**src/verilog/tpo_pkg.sv**
```systemverilog
package tpo_pkg;

  // ----------------------------------------------------------------
  // geometry
  // ----------------------------------------------------------------
  localparam int N_GRP = 4;
  localparam int GRP_W = 4;
  localparam int N_CHAN = 4;
  localparam int SEL_W = 2;
  localparam int OUT_W = 16;

  // ----------------------------------------------------------------
  // register byte addresses (lower 16 bits)
  // ----------------------------------------------------------------
  localparam logic [15:0] ADR_MODE = 16'hffa0;
  localparam logic [15:0] ADR_CTRL = 16'hffa1;
  localparam logic [15:0] ADR_NDE_UP = 16'hffa2;
  localparam logic [15:0] ADR_NDE_LO = 16'hffa3;
  localparam logic [15:0] ADR_ND_UP = 16'hffa4;
  localparam logic [15:0] ADR_ND_LO = 16'hffa5;
  localparam logic [15:0] ADR_ND_UP_G2 = 16'hffa6;
  localparam logic [15:0] ADR_ND_LO_G0 = 16'hffa7;
  localparam logic [15:0] ADR_DIR_A = 16'hffd1;
  localparam logic [15:0] ADR_DAT_A = 16'hffd3;
  localparam logic [15:0] ADR_DIR_B = 16'hffd4;
  localparam logic [15:0] ADR_DAT_B = 16'hffd6;

  // ----------------------------------------------------------------
  // reset values and field positions
  // ----------------------------------------------------------------
  localparam logic [7:0] MODE_RST = 8'hf0;
  localparam logic [7:0] CTRL_RST = 8'hff;
  localparam logic [7:0] REG_ZERO = 8'h00;
  localparam logic [3:0] MODE_RSVD = 4'hf;
  localparam int MODE_NOV_LSB = 0;
  localparam int CTRL_SEL_LSB = 0;

  typedef struct packed {
    logic [7:0] mode;
    logic [7:0] ctrl;
    logic [7:0] nde_up;
    logic [7:0] nde_lo;
    logic [7:0] nd_up;
    logic [7:0] nd_lo;
    logic [7:0] dir_a;
    logic [7:0] dir_b;
    logic [7:0] dat_a;
    logic [7:0] dat_b;
    logic [15:0] oe_n;
    logic [7:0] rdata;
    logic [3:0] dma_req;
  } tpo_state_t;

endpackage

```
**src/verilog/tpo_grp_if.sv**
```systemverilog
`timescale 1ns/1ps
interface tpo_grp_if;
  import tpo_pkg::*;
  logic [SEL_W-1:0] sel;
  logic nov;
  logic [N_CHAN-1:0] cmp_a;
  logic [N_CHAN-1:0] cmp_b;
  logic [GRP_W-1:0] nd;
  logic [GRP_W-1:0] en;
  logic [GRP_W-1:0] cur;
  logic [GRP_W-1:0] nxt;
  logic fire;
  modport grp (input sel, nov, cmp_a, cmp_b, nd, en, cur,
               output nxt, fire);
  modport ctl (output sel, nov, cmp_a, cmp_b, nd, en, cur,
               input nxt, fire);
endinterface

```
**src/verilog/tpo_top.sv**
```systemverilog
`timescale 1ns/1ps
// Behaviour
// - outputs form four 4-bit groups that run independently.
// - sixteen output bits, each enabled for pattern output on its own.
// - each group picks its trigger from four timer channel matches.
// - non-overlap mode puts a guard margin between pulse edges.
// - a selected trigger match also raises a dma request.
// - pins 0-3 are group 0, 4-7 group 1, 8-11 group 2, 12-15 group 3.
// - port data bits used for pattern output ignore writes, stay readable.
// - lower next data sits at ffa5 if groups 0/1 share a trigger, else
// - upper next data sits at ffa4 if groups 2/3 share a trigger, else
// - reset gives mode f0, control ff, all other registers 00.
// - port a data holds what groups 0 and 1 currently drive.
module tpo_top
  import tpo_pkg::*;
(
  input wire logic clk_sys,
  input wire logic nrst,
  input wire logic [15:0] addr,
  input wire logic [7:0] wdata,
  input wire logic wr,
  input wire logic rd,
  output logic [7:0] rdata,
  input wire logic [N_CHAN-1:0] cmp_a,
  input wire logic [N_CHAN-1:0] cmp_b,
  output logic [N_CHAN-1:0] dma_req,
  output logic [OUT_W-1:0] pattern_out_pin,
  output logic [OUT_W-1:0] pattern_oe_n
);

  // ----------------------------------------------------------------
  // reset and state
  // ----------------------------------------------------------------
  logic rst_n;
  tpo_state_t s_q;
  tpo_state_t s_d;
  logic [OUT_W-1:0] grp_nxt;
  logic [N_GRP-1:0] grp_fire;
  logic [OUT_W-1:0] nd16;
  logic [OUT_W-1:0] en16;
  logic [OUT_W-1:0] cur16;
  logic same_lo;
  logic same_up;

  tpo_rst_sync u_rst (
    .clk_sys(clk_sys),
    .nrst(nrst),
    .rst_n(rst_n)
  );

  assign nd16 = {s_q.nd_up, s_q.nd_lo};
  assign en16 = {s_q.nde_up, s_q.nde_lo};
  assign cur16 = {s_q.dat_b, s_q.dat_a};
  assign same_lo = (s_q.ctrl[1:0] == s_q.ctrl[3:2]);
  assign same_up = (s_q.ctrl[5:4] == s_q.ctrl[7:6]);

  // ----------------------------------------------------------------
  // output groups
  // ----------------------------------------------------------------
  tpo_grp_if gi [N_GRP] ();

  for (genvar g = 0; g < N_GRP; g++)
  begin : g_grp
    assign gi[g].sel = s_q.ctrl[CTRL_SEL_LSB + SEL_W*g +: SEL_W];
    assign gi[g].nov = s_q.mode[MODE_NOV_LSB + g];
    assign gi[g].cmp_a = cmp_a;
    assign gi[g].cmp_b = cmp_b;
    assign gi[g].nd = nd16[GRP_W*g +: GRP_W];
    assign gi[g].en = en16[GRP_W*g +: GRP_W];
    assign gi[g].cur = cur16[GRP_W*g +: GRP_W];
    assign grp_nxt[GRP_W*g +: GRP_W] = gi[g].nxt;
    assign grp_fire[g] = gi[g].fire;
    tpo_group u_grp (
      .gif(gi[g].grp)
    );
  end

  // ----------------------------------------------------------------
  // next state
  // ----------------------------------------------------------------
  always_comb
  begin
    s_d = s_q;
    s_d.rdata = REG_ZERO;
    s_d.dma_req = '0;
    // group results first; a cpu write may only touch unused bits
    s_d.dat_a = grp_nxt[7:0];
    s_d.dat_b = grp_nxt[15:8];
    for (int g = 0; g < N_GRP; g++)
    begin
      if (grp_fire[g])
        s_d.dma_req[s_q.ctrl[SEL_W*g +: SEL_W]] = 1'b1;
    end
    if (wr)
    begin
      case (addr)
        ADR_MODE: s_d.mode = {MODE_RSVD, wdata[3:0]};
        ADR_CTRL: s_d.ctrl = wdata;
        ADR_NDE_UP: s_d.nde_up = wdata;
        ADR_NDE_LO: s_d.nde_lo = wdata;
        ADR_ND_LO:
        begin
          if (same_lo)
            s_d.nd_lo = wdata;
          else
            s_d.nd_lo[7:4] = wdata[7:4];
        end
        ADR_ND_LO_G0:
        begin
          if (!same_lo)
            s_d.nd_lo[3:0] = wdata[3:0];
        end
        ADR_ND_UP:
        begin
          if (same_up)
            s_d.nd_up = wdata;
          else
            s_d.nd_up[7:4] = wdata[7:4];
        end
        ADR_ND_UP_G2:
        begin
          if (!same_up)
            s_d.nd_up[3:0] = wdata[3:0];
        end
        ADR_DIR_A:
        begin
          s_d.dir_a = wdata;
          s_d.oe_n[7:0] = ~wdata;
        end
        ADR_DIR_B:
        begin
          s_d.dir_b = wdata;
          s_d.oe_n[15:8] = ~wdata;
        end
        ADR_DAT_A:
          s_d.dat_a = (grp_nxt[7:0] & s_q.nde_lo) | (wdata & ~s_q.nde_lo);
        ADR_DAT_B:
          s_d.dat_b = (grp_nxt[15:8] & s_q.nde_up) | (wdata & ~s_q.nde_up);
        default: ;
      endcase
    end
    if (rd)
    begin
      case (addr)
        ADR_MODE: s_d.rdata = s_q.mode;
        ADR_CTRL: s_d.rdata = s_q.ctrl;
        ADR_NDE_UP: s_d.rdata = s_q.nde_up;
        ADR_NDE_LO: s_d.rdata = s_q.nde_lo;
        ADR_ND_LO:
          s_d.rdata = same_lo ? s_q.nd_lo : {s_q.nd_lo[7:4], 4'h0};
        ADR_ND_LO_G0:
          s_d.rdata = same_lo ? REG_ZERO : {4'h0, s_q.nd_lo[3:0]};
        ADR_ND_UP:
          s_d.rdata = same_up ? s_q.nd_up : {s_q.nd_up[7:4], 4'h0};
        ADR_ND_UP_G2:
          s_d.rdata = same_up ? REG_ZERO : {4'h0, s_q.nd_up[3:0]};
        ADR_DAT_A: s_d.rdata = s_q.dat_a;
        ADR_DAT_B: s_d.rdata = s_q.dat_b;
        // direction registers are write-only and read as zero
        default: s_d.rdata = REG_ZERO;
      endcase
    end
  end

  always_ff @(posedge clk_sys or negedge rst_n)
  begin
    if (!rst_n)
    begin
      s_q.mode <= MODE_RST;
      s_q.ctrl <= CTRL_RST;
      s_q.nde_up <= REG_ZERO;
      s_q.nde_lo <= REG_ZERO;
      s_q.nd_up <= REG_ZERO;
      s_q.nd_lo <= REG_ZERO;
      s_q.dir_a <= REG_ZERO;
      s_q.dir_b <= REG_ZERO;
      s_q.dat_a <= REG_ZERO;
      s_q.dat_b <= REG_ZERO;
      s_q.oe_n <= '1;
      s_q.rdata <= REG_ZERO;
      s_q.dma_req <= '0;
    end
    else
      s_q <= s_d;
  end

  // ----------------------------------------------------------------
  // outputs
  // ----------------------------------------------------------------
  assign rdata = s_q.rdata;
  assign dma_req = s_q.dma_req;
  assign pattern_out_pin = {s_q.dat_b, s_q.dat_a};
  // pins only leave high impedance once software sets direction
  assign pattern_oe_n = s_q.oe_n;
endmodule // tpo_top

```
**src/verilog/tpo_rst_sync.sv**
```systemverilog
`timescale 1ns/1ps
module tpo_rst_sync
  import tpo_pkg::*;
(
  input wire logic clk_sys,
  input wire logic nrst,
  output logic rst_n
);

  typedef struct packed {
    logic [1:0] s;
  } tpo_rsync_t;

  tpo_rsync_t s_q;
  tpo_rsync_t s_d;

  // stage 0 feeds only stage 1
  always_comb
  begin
    s_d.s = {s_q.s[0], 1'b1};
  end

  always_ff @(posedge clk_sys or negedge nrst)
  begin
    if (!nrst)
      s_q <= '0;
    else
      s_q <= s_d;
  end

  assign rst_n = s_q.s[1];

endmodule // tpo_rst_sync

```
**src/verilog/tpo_group.sv**
```systemverilog
`timescale 1ns/1ps
module tpo_group
  import tpo_pkg::*;
(
  tpo_grp_if.grp gif
);

  logic hit_a;
  logic hit_b;
  logic [GRP_W-1:0] v;

  // ----------------------------------------------------------------
  // one 4-bit output group
  // ----------------------------------------------------------------
  always_comb
  begin
    hit_a = gif.cmp_a[gif.sel];
    hit_b = gif.cmp_b[gif.sel];
    v = gif.cur;
    if (!gif.nov)
    begin
      if (hit_a)
        v = (gif.cur & ~gif.en) | (gif.nd & gif.en);
    end
    else
    begin
      // falling bits go on match a, rising bits wait for match b,
      // so the a-to-b distance is the guard margin
      if (hit_a)
        v = v & ~(gif.en & ~gif.nd);
      if (hit_b)
        v = v | (gif.en & gif.nd);
    end
    gif.nxt = v;
    gif.fire = hit_a;
  end

endmodule // tpo_group

```
**config.mk**
```make
export PLATFORM = sky130hd
export DESIGN_NAME = tpo_top
export DESIGN_NICKNAME = d
export VERILOG_FILES = /design/src/verilog/tpo_pkg.sv /design/src/verilog/tpo_grp_if.sv /design/src/verilog/tpo_top.sv /design/src/verilog/tpo_rst_sync.sv /design/src/verilog/tpo_group.sv
export SDC_FILE = /design/constraint.sdc
export NUM_CORES = 1
export LEC_CHECK = 0
export BUFFER_PORTS_ARGS = -buffer_cell sky130_fd_sc_hd__clkbuf_2
export CAP_MARGIN = 20
export CORE_MARGIN = 2
export CORE_UTILIZATION = 53
export CTS_CLUSTER_DIAMETER = 80
export DETAILED_ROUTE_END_ITERATION = 6
export PLACE_DENSITY = 0.87
export SLEW_MARGIN = 20
export SYNTH_ARGS = -nofsm -noshare
export SYNTH_HDL_FRONTEND = slang
export SYNTH_SLANG_ARGS = --single-unit
```
**constraint.sdc**
```tcl
create_clock -name clk_sys -period 3.5 [get_ports clk_sys]
set_input_delay 0.7 -clock clk_sys [delete_from_list [all_inputs] [get_ports clk_sys]]
set_output_delay 0.7 -clock clk_sys [all_outputs]
set_load 0.02 [all_outputs]
```
==> qor.csv <==
stage,metric,value,unit
clock_network,Post-CTS Hold Fix Bufs,0,
route,DR vias,4039,
global_route,first-pass GRT wire length,21100,µm
final_layout,fin nets,551,
route,First-pass DRT Iterations,5,
route,DR DRC count,0,
clock_network,htree depth,3,
critical_path,Worst Path Max Fanout,13,
run,Max-cap violations,0,
global_route,initial antenna violation count,0,
floorplanning,initial core utilization,55.2,%
yosys,#FFs+latches synth,90,
clock_network,Clock Latency Late Sink,0.37,ns
route,detailed router's first-iteration violation count,458,
route,post-route ant nets,0,
yosys,Synth area leader,dfrtp_1,
yosys,ys async rst share,100,%
timing,Worst-Margin Slew,0.751,ns
floorplanning,io pins,80,
timing,period utilisation layout,68.2,%
global_route,vias in the first global route,4095,
timing,setup TNS,0,ns
critical_path,CP Capture Type,flop,
worst_hold_path,worst hold path type,input pin to asynchronous set/reset pin,
floorplanning,die height,99.7,µm
place,post-DP HPWL,9400,µm
clock_network,Resized Gates After CTS,0,
clock_network,Clock transition at path regs,0.08,ns
global_route,largest net degree at the start of global routing,89,
clock_network,Bufs on Longest Clock Path,2,
clock_network,CTS tree,done,
clock_network,clk root buf,clkbuf_8,
yosys,Mapped Cells,447,
floorplanning,Die W,99.7,µm
route,post-DR wirelength/cell,20.6,µm
yosys,"Avg Cell Area, Syn",10.9,µm²
yosys,Post-Syn Nets,483,
timing,Max Transition Viols Final,0,
final_layout,share of cells above drive strength 1,37.5,%
critical_path,FF-to-FF path depth,5,
yosys,Ys Warns,0,
critical_path,critical path class,input pin to flop,
yosys,Mapped Area,4860,µm²
clock_network,Sink Count,90,
yosys,main area contributors after synthesis,"dfrtp_1, dfstp_2, mux2_2",
yosys,synth unique cells,52,
timing,Rel. slew slack,49.8,%
yosys,Synth Flop Type,dfrtp_1,
timing,final hold vios,0,
floorplanning,core area,8810,µm²
global_route,grt total ovfl,0,
floorplanning,row count,34,
final_layout,Antenna diodes,0,
yosys,sequential area share after synthesis,47.0,%
timing,clk_skew,0.00998,ns
place,Placer Congestion,0.926,
critical_path,crit path DAT,2.64,ns
timing,unrepaired setup endpoints after global routing,no,
final_layout,"Area growth, synth to finish",14.2,%
timing,endpoints failing setup,0,
pwr,Final Power,1960,µW
outcome,outcome,completed,
yosys,Yosys top cell area share,34.0,%
route,DRT Wirelength,13000,µm
clock_network,"Setup Fix Bufs, Post-CTS",0,
floorplanning,die area,9950,µm²
timing,clock period minus worst slack,2.39,ns
critical_path,Worst Path Required,3.75,ns
pwr,PD cells,353,nW/µm²
place,Port Buf Inserts,79,
pwr,Pleak,0.00247,µW
global_route,Tot GR Track Use,27.4,%
timing,maximum clock frequency,419,MHz
yosys,most common cell in the netlist,dfrtp_1,
clock_network,CTS Buf Count,9,
route,via/cell ratio,6.43,
critical_path,crit path launch type,input pin,
yosys,Synth top cells by count,"dfrtp_1, nand2_1, mux2_2",
pwr,Worst VDD drop,0.190,mV
yosys,"EDFF count, synth",0,
## cell usage in the layout, fill, tap and decap left out, drive strengths merged, types with 13 or more instances in the layout
cell / instances
o21ai: 22
clkbuf: 91
nand2: 52
nor2: 18
mux2: 55
dfrtp: 66
a21oi: 27
mux2i: 14
nand3: 13
dfstp: 24
## cell type report
type | count | area, µm²
multi-input combinational | 323 | 2430
clock buffer | 12 | 145
timing repair buffer | 83 | 445
sequential | 90 | 2290
inverter | 8 | 30.0
tap | 108 | 135
clock inverter | 4 | 75.1
fill | 703 | 3260
## critical path, cell delays in order
cell and delay (ns):
clkbuf_2 0.21, or3b_1 0.50, or3b_1 0.61, o31ai_2 0.32
a21oi_1 0.11, a21o_1 0.18
## logic make-up (layout without fill, tap and decap cells)
| family | count (synthesis) | after routing | share of synthesized area (%) |
|---|---|---|---|
| muxes | 79 | 79 | 20.3 |
| xor gates and xnor gates | 5 | 5 | 0.902 |
| and+or+nand+nor | 121 | 121 | 12.4 |
| AOI/OAI and AO/OA | 117 | 117 | 16.4 |
| buffers and inverters | 34 | 107 | 2.99 |
| other | 1 | 1 | 0.0772 |
| DFF | 90 | 90 | 47.0 |
## power by group
group / total [µW] / switching, µW / internal [µW] / leakage [µW]
combinational: 123 / 81.4 / 41.7 / 0.00120
clock: 786 / 363 / 422 / 0.000103
sequential: 1050 / 7.78 / 1040 / 0.00116
## per-layer routing
layer / up-vias / routed length, µm / GRT usage (%)
met4: 0 / 322 / 9.91
met1: 2000 / 5520 / 38.3
met5: - / 0 / 0
met2: 198 / 6230 / 42.8
li1: 1810 / - / -
met3: 31 / 880 / 5.27
## flip-flops by register name, summed over array words and instances (netlist names)
signal / count
dma_req: 4
gi.sel: 8
en16: 16
pattern_out_pin: 16
gi.nov: 4
pattern_oe_n: 16
u_rst.s_q: 2
rdata: 8
gi.nd: 16
## final timing paths
kind / start / end / slack, ns
max: addr[0] / pattern_out_pin[6] / 1.11
min: nrst / u_rst.s_q[1] / 0.1
max reg2reg: gi[3].sel[1] / pattern_out_pin[13] / 1.33
min reg2reg: u_rst.s_q[1] / rdata[1] / 0.28
max in group asynchronous: u_rst.s_q[1] / gi[3].sel[1] / 2.53
min in group clk_sys: u_rst.s_q[0] / u_rst.s_q[1] / 0.36
## metrics by stage
step / hold WS (ns) / setup WS (ns) / utilization, % / cells / area [µm²]
floorplan: 0.331 / 0.850 / - / 447 / 4860
global placement: 0.338 / 0.875 / 60.2 / 611 / 5300
detailed placement: 0.339 / 0.819 / 60.2 / 611 / 5300
CTS: 0.0877 / 1.15 / 62.7 / 627 / 5520
global route: 0.0837 / 1.04 / 63.0 / 628 / 5550
finish: 0.0979 / 1.11 / 63.0 / 628 / 5550
(Power assumes the default switching activity.)
